[src/hdl/pmc_pkg.sv]
// Register map, field positions, reset values and state codes of the power mode controller.
package pmc_pkg;
    // Register byte offsets on the Wishbone slave.
    localparam logic [7:0] OFS_CLKCTL0 = 8'h00;
    localparam logic [7:0] OFS_CLKCTL1 = 8'h04;
    localparam logic [7:0] OFS_CLKCTL2 = 8'h08;
    localparam logic [7:0] OFS_PLLCTL = 8'h0C;
    localparam logic [7:0] OFS_CMD = 8'h10;
    localparam logic [7:0] OFS_STATUS = 8'h14;
    localparam logic [7:0] OFS_CLKOUTCFG = 8'h18;

    // Clock control 0 fields.
    localparam int B_PERIPH_STOP_WAIT = 2;
    localparam int B_SUB_OSC_ON = 4;
    localparam int B_MAIN_CLK_STOP = 5;
    localparam int B_CPU_DIV8 = 6;
    localparam int B_SUB_CLK_CPU = 7;
    // Clock control 1 fields.
    localparam int B_STOP_ALL = 0;
    localparam int B_PLL_CPU_SRC = 1;
    localparam int B_MAIN_OSC_HIGH_DRIVE = 5;
    localparam int B_CPU_DIV_LOW = 6;
    localparam int B_CPU_DIV_HIGH = 7;
    // Clock control 2, PLL control and command fields.
    localparam int B_OSC_STOP_DET_EN = 0;
    localparam int B_RING_OSC_SRC = 1;
    localparam int B_PLL_ON = 7;
    localparam int B_WAIT_CMD = 0;

    // Values after reset.
    localparam logic RST_CPU_DIV8 = 1'b1;
    localparam logic RST_HIGH_DRIVE = 1'b1;
    localparam logic [1:0] RST_CLOCK_OUTPUT_PIN_SEL = 2'h0;

    // Clock output selections.
    localparam logic [1:0] CLOCK_OUTPUT_PIN_OFF = 2'h0;
    localparam logic [1:0] CLOCK_OUTPUT_PIN_FC = 2'h1;
    localparam logic [1:0] CLOCK_OUTPUT_PIN_F8 = 2'h2;
    localparam logic [1:0] CLOCK_OUTPUT_PIN_F32 = 2'h3;

    // Divider codes and terminal counts for the CPU clock.
    localparam logic [1:0] DIV_CODE_1 = 2'h0;
    localparam logic [1:0] DIV_CODE_2 = 2'h1;
    localparam logic [1:0] DIV_CODE_4 = 2'h2;
    localparam logic [1:0] DIV_CODE_16 = 2'h3;
    localparam logic [3:0] TERM_1 = 4'h0;
    localparam logic [3:0] TERM_2 = 4'h1;
    localparam logic [3:0] TERM_4 = 4'h3;
    localparam logic [3:0] TERM_8 = 4'h7;
    localparam logic [3:0] TERM_16 = 4'hF;

    // Prescaler taps for the divided clock output.
    localparam int PRE_W = 5;
    localparam int F8_TAP = 2;
    localparam int F32_TAP = 4;

    // Operating mode codes shown in the status register.
    localparam logic [2:0] MODE_HIGH = 3'h0;
    localparam logic [2:0] MODE_LOW = 3'h1;
    localparam logic [2:0] MODE_LPD = 3'h2;
    localparam logic [2:0] MODE_PLL = 3'h3;
    localparam logic [2:0] MODE_RING = 3'h4;
    localparam logic [2:0] MODE_RINGLPD = 3'h5;

    // Power state of the core.
    typedef enum logic [2:0] {
        PMC_RUN = 3'b001,
        PMC_STOP = 3'b010,
        PMC_WAIT = 3'b100
    } pmc_pwr_e;
endpackage

[src/hdl/pmc_div_if.sv]
// Interface between the power controller and its CPU clock divider.
`timescale 1ns/100ps
interface pmc_div_if;
    logic div8;
    logic [1:0] divCode;
    logic subSel;
    logic run;
    logic tick;
    modport ctrl (output div8, output divCode, output subSel, output run, input tick);
    modport div (input div8, input divCode, input subSel, input run, output tick);
endinterface

[src/hdl/pmc_cpu_div.sv]
// CPU clock divider that issues one enable tick per divided CPU clock period.
`timescale 1ns/100ps
module pmc_cpu_div (
    input wire logic core_clk,
    input wire logic rst,
    pmc_div_if.div dif
);
    logic [3:0] cnt;
    logic [3:0] term;

    // A selected sub clock runs undivided; otherwise the divide-by-8 bit overrides the code.
    assign term = dif.subSel ? pmc_pkg::TERM_1 :
                  dif.div8 ? pmc_pkg::TERM_8 :
                  (dif.divCode == pmc_pkg::DIV_CODE_1) ? pmc_pkg::TERM_1 :
                  (dif.divCode == pmc_pkg::DIV_CODE_2) ? pmc_pkg::TERM_2 :
                  (dif.divCode == pmc_pkg::DIV_CODE_4) ? pmc_pkg::TERM_4 : pmc_pkg::TERM_16;

    // The count freezes while the clock is gated, so a restart continues from the same count.
    always_ff @(posedge core_clk or posedge rst) begin
        if (rst) begin
            cnt <= 4'h0;
            dif.tick <= 1'b0;
        end else begin
            dif.tick <= dif.run && (cnt >= term);
            if (!dif.run) begin
                cnt <= cnt;
            end else if (cnt >= term) begin
                cnt <= 4'h0;
            end else begin
                cnt <= cnt + 4'h1;
            end
        end
    end
endmodule // pmc_cpu_div

[src/hdl/pmc_power_ctrl.sv]
// Power mode controller: clock control bits, stop and wait sequencing and pin states.
// Notes on behaviour
// - Wait exit resumes with unchanged CPU clock.
// - Stop halts oscillators, CPU and peripheral clocks.
// - Listed external-clocked interrupts wake from stop.
// - Stop request forces divide-by-8 and high drive.
// - Wake restarts CPU clock, then service routine.
// - Same source after stop; main divided eight.
// - Bus pins hold or go high in stop.
// - Clock pin high for fc, else holds.
// - Stop exit sets divide-by-8 select bit.
// - Main stop in low-speed forces divide-by-8.
// - Divider and sub oscillator change freely.
// - Divider bits map to one, two, four, sixteen.
//
// Register access over Wishbone and the register addresses were chosen for this implementation.
`timescale 1ns/100ps
module pmc_power_ctrl #(
    parameter int IO_W = 8
) (
    input wire logic core_clk,
    input wire logic rst,
    input wire logic wb_cyc_i,
    input wire logic wb_stb_i,
    input wire logic wb_we_i,
    input wire logic [7:0] wb_adr_i,
    input wire logic [3:0] wb_sel_i,
    input wire logic [31:0] wb_dat_i,
    output logic [31:0] wb_dat_o,
    output logic wb_ack_o,
    input wire logic nmiReq,
    input wire logic keyIrq,
    input wire logic extPinIrq,
    input wire logic timerAEventIrq,
    input wire logic timerBEventIrq,
    input wire logic serialExtClkIrq,
    input wire logic voltageDownIrq,
    input wire logic periphIrq,
    input wire logic singleChipMode,
    input wire logic [19:0] addrIn,
    input wire logic [15:0] dataIn,
    input wire logic [3:0] chip_select_outputs_nIn,
    input wire logic byte_high_enable_out_nIn,
    input wire logic [IO_W-1:0] ioPortIn,
    input wire logic readStrobe_nIn,
    input wire logic writeStrobe_nIn,
    input wire logic write_strobe_low_byte_nIn,
    input wire logic write_strobe_high_byte_nIn,
    input wire logic hold_acknowledge_out_nIn,
    input wire logic busClkIn,
    input wire logic addrLatchEnIn,
    output logic [19:0] addrOut,
    output logic [15:0] dataOut,
    output logic [3:0] chip_select_outputs_n,
    output logic byte_high_enable_out_n,
    output logic [IO_W-1:0] ioPortOut,
    output logic readStrobe_n,
    output logic writeStrobe_n,
    output logic write_strobe_low_byte_n,
    output logic write_strobe_high_byte_n,
    output logic hold_acknowledge_out_n,
    output logic busClkOut,
    output logic addrLatchEn,
    output logic clock_output_pin,
    output logic cpuClkTick,
    output logic periphClkRun,
    output logic mainOscRun,
    output logic subOscRun,
    output logic ringOscRun,
    output logic pllRun,
    output logic mainOscHighDrive,
    output logic cpuResume
);
    // Power state and loose clock control bits.
    pmc_pkg::pmc_pwr_e pwr;
    pmc_pkg::pmc_pwr_e next_pwr;
    logic periphStopWait;
    logic sub_osc_on_bit;
    logic main_clock_stop_bit;
    logic cpu_div8_select;
    logic sub_clock_cpu_select;
    logic stop_all_clocks_bit;
    logic pll_cpu_source_select;
    logic main_osc_high_drive;
    logic cpu_divider_low_bit;
    logic cpu_divider_high_bit;
    logic osc_stop_detect_enable;
    logic ring_osc_source_select;
    logic pll_on_bit;
    logic [1:0] clkOutSel;
    logic fcToggle;
    logic [pmc_pkg::PRE_W-1:0] prescale;
    logic [8:0] pinSync;
    pmc_div_if dif ();

    // Synchronised wake sources and the chip mode strap.
    pmc_sync #(
        .WIDTH(9)
    ) u_sync (
        .core_clk(core_clk),
        .rst(rst),
        .din({singleChipMode, periphIrq, voltageDownIrq, serialExtClkIrq, timerBEventIrq,
              timerAEventIrq, extPinIrq, keyIrq, nmiReq}),
        .dout(pinSync)
    );

    // CPU clock divider.
    pmc_cpu_div u_div (
        .core_clk(core_clk),
        .rst(rst),
        .dif(dif)
    );

    // Bus decode; a request is answered exactly once, one cycle after it appears.
    wire busReq = wb_cyc_i & wb_stb_i & ~wb_ack_o;
    wire pwrRun = (pwr == pmc_pkg::PMC_RUN);
    wire pwrStop = (pwr == pmc_pkg::PMC_STOP);
    wire pwrWait = (pwr == pmc_pkg::PMC_WAIT);
    wire wrEn = busReq & wb_we_i & wb_sel_i[0] & pwrRun;
    wire [7:0] wd = wb_dat_i[7:0];
    wire wrC0 = wrEn & (wb_adr_i == pmc_pkg::OFS_CLKCTL0);
    wire wrC1 = wrEn & (wb_adr_i == pmc_pkg::OFS_CLKCTL1);
    wire wrC2 = wrEn & (wb_adr_i == pmc_pkg::OFS_CLKCTL2);
    wire wrPll = wrEn & (wb_adr_i == pmc_pkg::OFS_PLLCTL);
    wire wrCmd = wrEn & (wb_adr_i == pmc_pkg::OFS_CMD);
    wire wrOut = wrEn & (wb_adr_i == pmc_pkg::OFS_CLKOUTCFG);

    // Operating mode decoded from the source select bits.
    wire modePll = pll_cpu_source_select & ~sub_clock_cpu_select & ~ring_osc_source_select;
    wire modeLow = sub_clock_cpu_select & ~main_clock_stop_bit;
    wire modeLpd = sub_clock_cpu_select & main_clock_stop_bit;
    wire modeRing = ~sub_clock_cpu_select & ring_osc_source_select;
    wire undivided = ~cpu_div8_select & ~cpu_divider_high_bit & ~cpu_divider_low_bit;
    wire modeHigh = ~sub_clock_cpu_select & ~ring_osc_source_select & ~pll_cpu_source_select;
    wire [2:0] modeCode = modeLpd ? pmc_pkg::MODE_LPD :
                          modeLow ? pmc_pkg::MODE_LOW :
                          (modeRing & main_clock_stop_bit) ? pmc_pkg::MODE_RINGLPD :
                          modeRing ? pmc_pkg::MODE_RING :
                          modePll ? pmc_pkg::MODE_PLL : pmc_pkg::MODE_HIGH;

    // Wake conditions; peripherals on internal clocks count only while they are clocked in wait.
    wire stopWake = |pinSync[6:0];
    wire waitWake = stopWake | (pinSync[7] & ~periphStopWait);
    wire stopEnter = wrC1 & wd[pmc_pkg::B_STOP_ALL] & ~modePll;
    wire waitEnter = wrCmd & wd[pmc_pkg::B_WAIT_CMD] & ~modePll;
    wire stopExit = pwrStop & stopWake;
    wire waitExit = pwrWait & waitWake;
    wire lpdEnter = wrC0 & modeLow & wd[pmc_pkg::B_MAIN_CLK_STOP];

    // Power state sequencing; a stop request is tested before a wait command, though they come from writes to different offsets.
    always_comb begin
        next_pwr = pwr;
        unique case (pwr)
            pmc_pkg::PMC_RUN: begin
                if (stopEnter) begin
                    next_pwr = pmc_pkg::PMC_STOP;
                end else if (waitEnter) begin
                    next_pwr = pmc_pkg::PMC_WAIT;
                end
            end
            pmc_pkg::PMC_STOP: begin
                if (stopWake) begin
                    next_pwr = pmc_pkg::PMC_RUN;
                end
            end
            pmc_pkg::PMC_WAIT: begin
                if (waitWake) begin
                    next_pwr = pmc_pkg::PMC_RUN;
                end
            end
            default: begin
                next_pwr = pmc_pkg::PMC_RUN;
            end
        endcase
    end

    // Next values of the control bits; writes that would leave PLL mode sideways are dropped.
    wire next_cpu_div8_select = (stopEnter | stopExit | lpdEnter) ? 1'b1 :
                                (wrC0 & ~modeLpd) ? wd[pmc_pkg::B_CPU_DIV8] : cpu_div8_select;
    wire next_sub_clock_cpu_select = (wrC0 & ~modePll) ? wd[pmc_pkg::B_SUB_CLK_CPU] :
                                     sub_clock_cpu_select;
    wire next_main_clock_stop_bit = (wrC0 & ~modePll) ? wd[pmc_pkg::B_MAIN_CLK_STOP] : main_clock_stop_bit;
    wire next_stop_all_clocks_bit = stopEnter ? 1'b1 : stopExit ? 1'b0 : stop_all_clocks_bit;
    wire next_main_osc_high_drive = stopEnter ? 1'b1 :
                                    wrC1 ? wd[pmc_pkg::B_MAIN_OSC_HIGH_DRIVE] : main_osc_high_drive;
    wire pllSetOk = modeHigh & undivided & pll_on_bit;
    wire next_pll_cpu_source_select = (wrC1 & (pllSetOk | ~wd[pmc_pkg::B_PLL_CPU_SRC])) ?
                                      wd[pmc_pkg::B_PLL_CPU_SRC] : pll_cpu_source_select;
    wire next_ring_osc_source_select = (wrC2 & ~modePll & ~sub_clock_cpu_select) ?
                                       wd[pmc_pkg::B_RING_OSC_SRC] : ring_osc_source_select;
    wire next_pll_on_bit = (wrPll & ~pll_cpu_source_select) ? wd[pmc_pkg::B_PLL_ON] : pll_on_bit;

    // State register and bits steered by the next-value logic.
    always_ff @(posedge core_clk or posedge rst) begin
        if (rst) begin
            pwr <= pmc_pkg::PMC_RUN;
            cpu_div8_select <= pmc_pkg::RST_CPU_DIV8;
            sub_clock_cpu_select <= 1'b0;
            main_clock_stop_bit <= 1'b0;
            stop_all_clocks_bit <= 1'b0;
            main_osc_high_drive <= pmc_pkg::RST_HIGH_DRIVE;
            pll_cpu_source_select <= 1'b0;
            ring_osc_source_select <= 1'b0;
            pll_on_bit <= 1'b0;
        end else begin
            pwr <= next_pwr;
            cpu_div8_select <= next_cpu_div8_select;
            sub_clock_cpu_select <= next_sub_clock_cpu_select;
            main_clock_stop_bit <= next_main_clock_stop_bit;
            stop_all_clocks_bit <= next_stop_all_clocks_bit;
            main_osc_high_drive <= next_main_osc_high_drive;
            pll_cpu_source_select <= next_pll_cpu_source_select;
            ring_osc_source_select <= next_ring_osc_source_select;
            pll_on_bit <= next_pll_on_bit;
        end
    end

    // Plain write-through bits; the divider and sub oscillator may change in any order.
    always_ff @(posedge core_clk or posedge rst) begin
        if (rst) begin
            periphStopWait <= 1'b0;
            sub_osc_on_bit <= 1'b0;
            cpu_divider_low_bit <= 1'b0;
            cpu_divider_high_bit <= 1'b0;
            osc_stop_detect_enable <= 1'b0;
            clkOutSel <= pmc_pkg::RST_CLOCK_OUTPUT_PIN_SEL;
        end else begin
            if (wrC0) begin
                periphStopWait <= wd[pmc_pkg::B_PERIPH_STOP_WAIT];
                sub_osc_on_bit <= wd[pmc_pkg::B_SUB_OSC_ON];
            end
            if (wrC1) begin
                cpu_divider_low_bit <= wd[pmc_pkg::B_CPU_DIV_LOW];
                cpu_divider_high_bit <= wd[pmc_pkg::B_CPU_DIV_HIGH];
            end
            if (wrC2) begin
                osc_stop_detect_enable <= wd[pmc_pkg::B_OSC_STOP_DET_EN];
            end
            if (wrOut) begin
                clkOutSel <= wd[1:0];
            end
        end
    end

    // Register read values; unmapped offsets read as zero and still get an answer.
    wire [7:0] rdC0 = {sub_clock_cpu_select, cpu_div8_select, main_clock_stop_bit, sub_osc_on_bit,
                       1'b0, periphStopWait, 2'h0};
    wire [7:0] rdC1 = {cpu_divider_high_bit, cpu_divider_low_bit, main_osc_high_drive, 3'h0,
                       pll_cpu_source_select, stop_all_clocks_bit};
    wire [7:0] rdC2 = {6'h00, ring_osc_source_select, osc_stop_detect_enable};
    wire [7:0] rdStat = {2'h0, pwr, modeCode};
    wire [7:0] rdData = (wb_adr_i == pmc_pkg::OFS_CLKCTL0) ? rdC0 :
                        (wb_adr_i == pmc_pkg::OFS_CLKCTL1) ? rdC1 :
                        (wb_adr_i == pmc_pkg::OFS_CLKCTL2) ? rdC2 :
                        (wb_adr_i == pmc_pkg::OFS_PLLCTL) ? {pll_on_bit, 7'h00} :
                        (wb_adr_i == pmc_pkg::OFS_STATUS) ? rdStat :
                        (wb_adr_i == pmc_pkg::OFS_CLKOUTCFG) ? {6'h00, clkOutSel} : 8'h00;

    // Wishbone answer: ack for one cycle, read data registered with it.
    always_ff @(posedge core_clk or posedge rst) begin
        if (rst) begin
            wb_ack_o <= 1'b0;
            wb_dat_o <= 32'h00000000;
        end else begin
            wb_ack_o <= busReq;
            wb_dat_o <= busReq ? {24'h000000, rdData} : 32'h00000000;
        end
    end

    // Divider steering; the CPU clock runs only in the run state.
    assign dif.div8 = cpu_div8_select;
    assign dif.divCode = {cpu_divider_high_bit, cpu_divider_low_bit};
    assign dif.subSel = sub_clock_cpu_select;
    assign dif.run = pwrRun;

    // Clock gates and oscillator enables; stop turns every oscillator off.
    always_ff @(posedge core_clk or posedge rst) begin
        if (rst) begin
            cpuClkTick <= 1'b0;
            periphClkRun <= 1'b1;
            mainOscRun <= 1'b1;
            subOscRun <= 1'b0;
            ringOscRun <= 1'b0;
            pllRun <= 1'b0;
            mainOscHighDrive <= pmc_pkg::RST_HIGH_DRIVE;
            cpuResume <= 1'b0;
        end else begin
            cpuClkTick <= dif.tick & pwrRun;
            periphClkRun <= pwrRun | (pwrWait & ~periphStopWait);
            mainOscRun <= ~pwrStop & ~main_clock_stop_bit;
            subOscRun <= ~pwrStop & sub_osc_on_bit;
            ringOscRun <= ~pwrStop & ring_osc_source_select;
            pllRun <= ~pwrStop & pll_on_bit;
            mainOscHighDrive <= main_osc_high_drive;
            cpuResume <= (stopExit | waitExit) & ~cpuResume;
        end
    end

    // Clock output sources: fc stops only in stop, the prescaled taps also in gated wait.
    wire preRun = pwrRun | (pwrWait & ~periphStopWait);
    always_ff @(posedge core_clk or posedge rst) begin
        if (rst) begin
            fcToggle <= 1'b0;
            prescale <= '0;
        end else begin
            fcToggle <= pwrStop ? fcToggle : ~fcToggle;
            prescale <= preRun ? prescale + 1'b1 : prescale;
        end
    end

    // Clock pin level; in expansion mode the pin mirrors the bus clock instead.
    wire clkPinNext = ~pinSync[8] ? busClkOut :
                      (clkOutSel == pmc_pkg::CLOCK_OUTPUT_PIN_FC) ? (pwrStop | fcToggle) :
                      (clkOutSel == pmc_pkg::CLOCK_OUTPUT_PIN_F8) ? prescale[pmc_pkg::F8_TAP] :
                      (clkOutSel == pmc_pkg::CLOCK_OUTPUT_PIN_F32) ? prescale[pmc_pkg::F32_TAP] : 1'b0;

    // Pin states; outside the run state values hold and strobes rest high.
    wire holdPins = ~pwrRun;
    always_ff @(posedge core_clk or posedge rst) begin
        if (rst) begin
            addrOut <= 20'h00000;
            dataOut <= 16'h0000;
            chip_select_outputs_n <= 4'hF;
            byte_high_enable_out_n <= 1'b1;
            ioPortOut <= '0;
            readStrobe_n <= 1'b1;
            writeStrobe_n <= 1'b1;
            write_strobe_low_byte_n <= 1'b1;
            write_strobe_high_byte_n <= 1'b1;
            hold_acknowledge_out_n <= 1'b1;
            busClkOut <= 1'b1;
            addrLatchEn <= 1'b1;
            clock_output_pin <= 1'b0;
        end else begin
            if (!holdPins) begin
                addrOut <= addrIn;
                dataOut <= dataIn;
                chip_select_outputs_n <= chip_select_outputs_nIn;
                byte_high_enable_out_n <= byte_high_enable_out_nIn;
                ioPortOut <= ioPortIn;
            end
            readStrobe_n <= holdPins | readStrobe_nIn;
            writeStrobe_n <= holdPins | writeStrobe_nIn;
            write_strobe_low_byte_n <= holdPins | write_strobe_low_byte_nIn;
            write_strobe_high_byte_n <= holdPins | write_strobe_high_byte_nIn;
            hold_acknowledge_out_n <= holdPins | hold_acknowledge_out_nIn;
            busClkOut <= holdPins | busClkIn;
            addrLatchEn <= holdPins | addrLatchEnIn;
            clock_output_pin <= clkPinNext;
        end
    end
endmodule // pmc_power_ctrl

[src/hdl/pmc_sync.sv]
// Three-stage synchroniser that accepts a change once the last two stages agree.
`timescale 1ns/100ps
module pmc_sync #(
    parameter int WIDTH = 1
) (
    input wire logic core_clk,
    input wire logic rst,
    input wire logic [WIDTH-1:0] din,
    output logic [WIDTH-1:0] dout
);
    logic [WIDTH-1:0] stage1;
    logic [WIDTH-1:0] stage2;
    logic [WIDTH-1:0] stage3;

    // The first stage feeds only the second, so a metastable level never reaches logic.
    always_ff @(posedge core_clk or posedge rst) begin
        if (rst) begin
            stage1 <= '0;
            stage2 <= '0;
            stage3 <= '0;
            dout <= '0;
        end else begin
            stage1 <= din;
            stage2 <= stage1;
            stage3 <= stage2;
            for (int i = 0; i < WIDTH; i++) begin
                if (stage2[i] == stage3[i]) begin
                    dout[i] <= stage3[i];
                end
            end
        end
    end
endmodule // pmc_sync

[config.mk]
export PLATFORM = sky130hd
export DESIGN_NAME = pmc_power_ctrl
export DESIGN_NICKNAME = d
export VERILOG_FILES = /design/src/hdl/pmc_pkg.sv /design/src/hdl/pmc_div_if.sv /design/src/hdl/pmc_cpu_div.sv /design/src/hdl/pmc_power_ctrl.sv /design/src/hdl/pmc_sync.sv
export SDC_FILE = /design/constraint.sdc
export NUM_CORES = 1
export LEC_CHECK = 0
export BUFFER_PORTS_ARGS = -buffer_cell sky130_fd_sc_hd__buf_2
export CAP_MARGIN = 20
export CORE_UTILIZATION = 49
export DETAILED_ROUTE_END_ITERATION = 6
export PLACE_DENSITY = 0.82
export SLEW_MARGIN = 20
export SYNTH_ARGS = -nofsm -noshare
export SYNTH_HDL_FRONTEND = slang
export SYNTH_SLANG_ARGS = --single-unit
[constraint.sdc]
create_clock -name core_clk -period 4.7 [get_ports core_clk]
set_input_delay 0.705 -clock core_clk [delete_from_list [all_inputs] [get_ports core_clk]]
set_output_delay 0.705 -clock core_clk [all_outputs]
set_load 0.005 [all_outputs]
==> results of run 1 <==
## cells by family (layout without fill, tap and decap cells)
family,after synthesis,in the layout,synth area share
XOR/XNOR,5,5,0.00793
AO/OA/AOI/OAI,44,44,0.0535
other,1,24,0.000679
buffers and inverters,49,199,0.0501
AND/OR/NAND/NOR,242,242,0.195
adder cells (fa/ha/maj),15,15,0.0299
multiplexers,14,14,0.0290
flip-flops,139,139,0.634
## synthesized netlist by cell type (all sizes together) (6+ instances only)
cell / n
o21ai: 8
nor3: 12
mux2: 10
maj3: 9
inv: 6
buf: 27
dfstp: 18
ha: 6
nor2: 20
nor2b: 8
a31oi: 6
clkbuf: 16
nand2b: 12
dfrtp: 121
nand2: 159
a21oi: 11
## critical path, delay by kind of cell (launching register included)
family / cells / cell delay [ns]
AOI/OAI and AO/OA: 1 / 0.17
and+or+nand+nor: 3 / 1.09
buffers and inverters: 1 / 0.56
muxes: 1 / 0.34
DFF: 1 / 0.61
## registers in the layout, indices dropped and copies added, names as in the netlist, 2 cells and up
signal                 cells
addrOut                   20
u_div.cnt                  4
dataOut                   16
wb_dat_o                   8
u_sync.stage2              9
chip_select_outputs_n      4
pwr                        3
clkOutSel                  2
ioPortOut                  8
u_sync.stage3              9
prescale                   5
u_sync.dout                9
u_sync.stage1              9
## per-layer routing
metal / up-vias / track usage / share of wire
met5: - / 0 / 0
met4: 0 / 0.0890 / 0.014
met3: 17 / 0.0530 / 0.070
met2: 190 / 0.339 / 0.50
met1: 1951 / 0.268 / 0.42
li1: 1956 / - / -
## through the flow
stage / power, mW / util / instance area (um^2) / cells / setup slack [ns]
after detailed placement: 1.69 / 0.583 / 6350 / 790 / 1.73
after global placement: 1.66 / 0.583 / 6350 / 790 / 1.80
after floorplan: 1.58 / - / 5610 / 532 / 0.300
final: 2.94 / 0.636 / 6920 / 822 / 1.80
after CTS: 2.98 / 0.635 / 6920 / 822 / 1.82
after global routing: 3.09 / 0.636 / 6920 / 822 / 1.66
## worst paths after layout
check,end,start,depth (start not counted),slack (ns)
worst max-delay path,main_clock_stop_bit$_DFFE_PP0P_,pwr[0]$_DFFE_PP1P_,6,1.80
worst min-delay path,u_sync.stage1[5]$_DFF_PP0_,serialExtClkIrq,1,0.30
worst max register to register,main_clock_stop_bit$_DFFE_PP0P_,pwr[0]$_DFFE_PP1P_,6,1.80
worst min register to register,u_sync.stage2[8]$_DFF_PP0_,u_sync.stage1[8]$_DFF_PP0_,0,0.35
max in group asynchronous,byte_high_enable_out_n$_DFFE_PP1N_,rst,3,3.29
min in group asynchronous,addrOut[3]$_DFFE_PP0N_,rst,2,0.40
## placed cells by master (no fill, tap or decap), drive strengths merged, types with 3 or more instances in the layout
master,count
a21o,3
a21oi,11
a31oi,6
buf,161
bufinv,3
clkbuf,24
clkinv,5
conb,24
dfrtp,121
dfstp,18
ha,6
inv,6
maj3,9
mux2,10
mux2i,4
nand2,159
nand2b,12
nand3,3
nand3b,5
nand4,3
nor2,20
nor2b,8
nor3,12
nor4,4
o21ai,8
o22a,4
or3,3
or4,4
xnor2,4
## power groups by stage
| stage | sequential (mW) | combinational (mW) | clock (mW) |
|---|---|---|---|
| finish | 1.36 | 0.302 | 1.28 |
| detailed placement | 1.38 | 0.308 | 0 |
| global placement | 1.38 | 0.287 | 0 |
| CTS | 1.36 | 0.309 | 1.31 |
| global route | 1.38 | 0.349 | 1.37 |
| floorplan | 1.37 | 0.208 | 0 |
## layout make-up
type,count,share of cell area
multi-input cells,344,0.266
clock buffers,24,0.0651
well taps,140,0.0253
clock inverters,8,0.0172
repair buffers,161,0.117
flip-flops and latches,139,0.506
inverters,6,0.00398
==> results.yml, run 1 <==
logic_synthesis:
  ys.flop_type: "dfrtp_1"
  synth_top_cell_area_share: 0.548
  synth_cells: 509
  synth_edf_count: 0
  async_reset_ff_frac: 1.00
  synth_seq_cells: 139
  yosysSeqAreaShare: 0.634
  synth_area_um2: 5520
  ys_types: 53
  syn_area_per_cell_um2: 10.8
  synth.top_cells.by_area: "dfrtp_1 55%, nand2_1 11%, dfstp_2 8.6%"
  yosys.area.top_type: "dfrtp_1"
  yosysWarnings: 0
critical_path:
  path_max_fanout: 65
  cp-end-kind: "flop"
  critical_path.cell_chain: "nor3b_2, buf_4, nand3_1, or3_1, a21oi_2, mux2_1"
  path_class: "flop to flop"
  max_stage_delay_ns: 0.61
  slowest_stage: "dfstp_2"
  cp-start-kind: "flop"
  worstPathArrival_ns: 3.28
  crit_required_ns: 5.09
flow_run:
  maxCapViolCount: 0
clock_network:
  numCtsBuffers: 17
  clock_sinks: 139
  h-tree-depth: 4
  clock_path_buffers: 2
  cts_tree: "built"
  cts_root_buf: "clkbuf_8"
  post_cts_buffers: 0
  cts_hold_buffers: 0
  clk_pin_slew_ns: 0.06
  cts_resized: 0
  clkLatencyLatePin_ns: 0.51
grt:
  grt_max_degree: 110
  track_usage: 0.210
  gr-total-overflow: 0
  antenna_found_initial: 0
  grt_pass1_wl_um: 18600
  grt_pass1_vias: 3890
drt:
  drt_iter0_markers: 205
  vias: 4114
  via_per_inst: 5.00
  drc_errors: 0
  drt_first_pass_iters: 5
  routedWlPerCell_um: 14.0
  totalWireLength_um: 11500
  postRouteAntennaNets: 0
placement:
  io_buffer_count: 159
  dp_hpwl_um: 7800
  gp_congestion: 0.852
power_and_ir_drop:
  switching_share: 0.231
  p_leak_nw: 3.55
  p_int_mw: 2.26
  p_switching_mw: 0.681
  power_frac_seq: 0.463
  power_frac_clock: 0.435
  comb_power_share: 0.103
  p_per_area_nw_per_um2: 425
  ir_drop_mv: 0.262
sta:
  worst_pin_slew_ns: 0.927
  skew_ns: 0.00661
  rsz0062_at_grt: "false"
  setup_viol: 0
  finalHoldViolCount: 0
  fin_tns_setup_ns: 0
  final_max_slew_viol_count: 0
  timing.hold.ws_ns: 0.305
  fmaxAchievable_ghz: 0.345
  period_share: 0.616
  period_minus_slack_ns: 2.90
  slew_headroom: 0.382
die:
  die_w_um: 108
  start_util: 0.507
  core_um2: 10900
  io_pins: 212
  rows: 38
  die-area_um2: 11700
  die_h_um: 108
finish:
  drive_gt1_frac: 0.326
  diodes: 0
  multi_input_area_um2: 1840
  nets: 789
  regArea_um2: 3500
  area_delta_synth_final_pct: 25.4
  fillers: 862
worst_hold_path:
  worstHoldPathType: "input pin to flop"
run_status:
  status: "finished, final reports clean"
Note: power is estimated with default switching activity, not from simulation.
==> inputs of run 2 (changes only) <==
==> constraint.sdc (replaced) <==
create_clock -name core_clk -period 2.8 [get_ports core_clk]
set_input_delay 0.42 -clock core_clk [delete_from_list [all_inputs] [get_ports core_clk]]
set_output_delay 0.42 -clock core_clk [all_outputs]
set_load 0.005 [all_outputs]
==> results.yml, run 2 (synthesis gave the netlist of run 1 again) <==
clock_network:
  clk_pin_slew_ns: 0.06
  clock_sinks: 139
  h-tree-depth: 4
  clock_path_buffers: 2
  cts_tree: "built"
  numCtsBuffers: 17
  cts_root_buf: "clkbuf_8"
  clkLatencyLatePin_ns: 0.52
  cts_resized: 0
  post_cts_buffers: 0
critical_path:
  worstPathArrival_ns: 2.93
  path_class: "flop to flop"
  cp-start-kind: "flop"
  rrSetupSlack_ns: 0.30
  r2r_cells: 7
  cp-end-kind: "flop"
  r2r_end: "u_div.cnt[0]$_DFFE_PP0N_"
  r2r_start: "dif.subSel$_DFFE_PP0P_"
  path_max_fanout: 14
  crit_required_ns: 3.23
drt:
  postRouteAntennaNets: 0
  totalWireLength_um: 11800
  drc_errors: 0
  drt_first_pass_iters: 4
  routedWlPerCell_um: 14.2
  via_per_inst: 5.02
  drt_iter0_markers: 192
  vias: 4200
finish:
  diodes: 0
  fillers: 871
  area_delta_synth_final_pct: 27.5
  regMostFlops: "addrOut"
  reg.largest.list: "addrOut x20, dataOut x16"
  largest_reg_flops: 20
  layout_common_cells: "159 x nand2_1, 159 x buf_2, 121 x dfrtp_1"
  nets: 803
  drive_gt1_frac: 0.336
grt:
  gr-total-overflow: 0
  grt_pass1_wl_um: 18900
  grt_pass1_vias: 4057
  track_usage: 0.213
  grt_max_degree: 65
  antenna_found_initial: 0
sta:
  finalHoldViolCount: 0
  period_share: 0.893
  period_minus_slack_ns: 2.50
  fmaxAchievable_ghz: 0.400
  final_max_slew_viol_count: 0
  fin_ws_ns: 0.300
  worst_pin_slew_ns: 0.704
  rsz0062_at_grt: "false"
  skew_ns: 0.00880
  setup_viol: 0
  slew_headroom: 0.531
  fin_tns_setup_ns: 0
worst_hold_path:
  hold_path_end: "u_sync.stage1[8]$_DFF_PP0_"
  hold_start: "singleChipMode"
  worstHoldPathCells: 1
  worstHoldPathType: "input pin to flop"
placement:
  io_buffer_count: 159
  dp_hpwl_um: 8170
  gp_congestion: 0.848
  pre_cts_slack_ns: 0.270
die:
  rows: 38
  die_w_um: 108
  io_pins: 212
  die-area_um2: 11700
  die_h_um: 108
  core_um2: 10900
  start_util: 0.507
power_and_ir_drop:
  power_frac_clock: 0.418
  comb_power_share: 0.110
  p_int_mw: 3.65
  p_switching_mw: 1.20
  switching_share: 0.247
  p_per_area_nw_per_um2: 688
  power_frac_seq: 0.473
  ir_drop_mv: 0.406
  p_leak_nw: 3.61
flow_run:
  maxCapViolCount: 0
run_status:
  status: "finished, final reports clean"
-- run 2: per-stage QoR --
step / util / std cells / instance area (um^2) / total power, mW / hold slack (ns)
global route: 0.647 / 836 / 7040 / 5.08 / 0.00308
floorplan: - / 532 / 5610 / 2.65 / 0.331
finish: 0.647 / 836 / 7040 / 4.84 / 0.0306
CTS: 0.647 / 836 / 7040 / 4.91 / 0.00632
global placement: 0.590 / 796 / 6420 / 2.80 / 0.333
detailed placement: 0.590 / 796 / 6420 / 2.85 / 0.336
-- run 2: what timing repair did --
action | 4_1_cts | 5_1_grt
hold buffers | 8 | 0
setup endpoints to repair | 0 | 0
endpoints found under the hold margin | 21 | 0
-- run 2: worst max-delay path by stage --
stage,start,end,slack [ns],cells after the start
floorplan,wb_adr_i[4],main_clock_stop_bit$_DFFE_PP0P_,0.46,7
detailed placement,wb_adr_i[4],periphStopWait$_DFFE_PP0N_,0.27,6
global placement,wb_adr_i[4],periphStopWait$_DFFE_PP0N_,0.30,6
global route,dif.subSel$_DFFE_PP0P_,u_div.cnt[0]$_DFFE_PP0N_,0.10,7
CTS,dif.subSel$_DFFE_PP0P_,u_div.cnt[0]$_DFFE_PP0N_,0.32,7
finish,dif.subSel$_DFFE_PP0P_,u_div.cnt[0]$_DFFE_PP0N_,0.30,7
-- run 2: layout make-up --
class | count | area (um^2) | share of cell area
flip-flops and latches | 139 | 3500 | 0.497
multi-input cells | 344 | 1840 | 0.261
repair buffers | 175 | 961 | 0.136
clock buffers | 19 | 442 | 0.0627
well taps | 140 | 175 | 0.0249
clock inverters | 13 | 101 | 0.0144
inverters | 6 | 26.3 | 0.00373
-- run 2: routing by layer --
metal | part of all wire | track usage
met1 | 0.42 | 0.268
met2 | 0.50 | 0.342
met3 | 0.062 | 0.0573
met4 | 0.023 | 0.0978
met5 | 0 | 0
-- run 2: power groups by stage --
stage	Sequential (mW)	Clock (mW)	Combinational [mW]
final	2.29	2.02	0.531
after global routing	2.31	2.16	0.611
after CTS	2.29	2.08	0.542
after detailed placement	2.32	0	0.530
after global placement	2.31	0	0.490
after floorplan	2.30	0	0.349
-- run 2: critical path: stages, from the launching register on --
cell	delay [ns]
dfrtp_1	0.60
inv_1	0.21
o21ai_0	0.15
ha_1	0.28
a2111oi_0	0.55
nor3_1	0.21
or3_1	0.33
o21ai_0	0.08
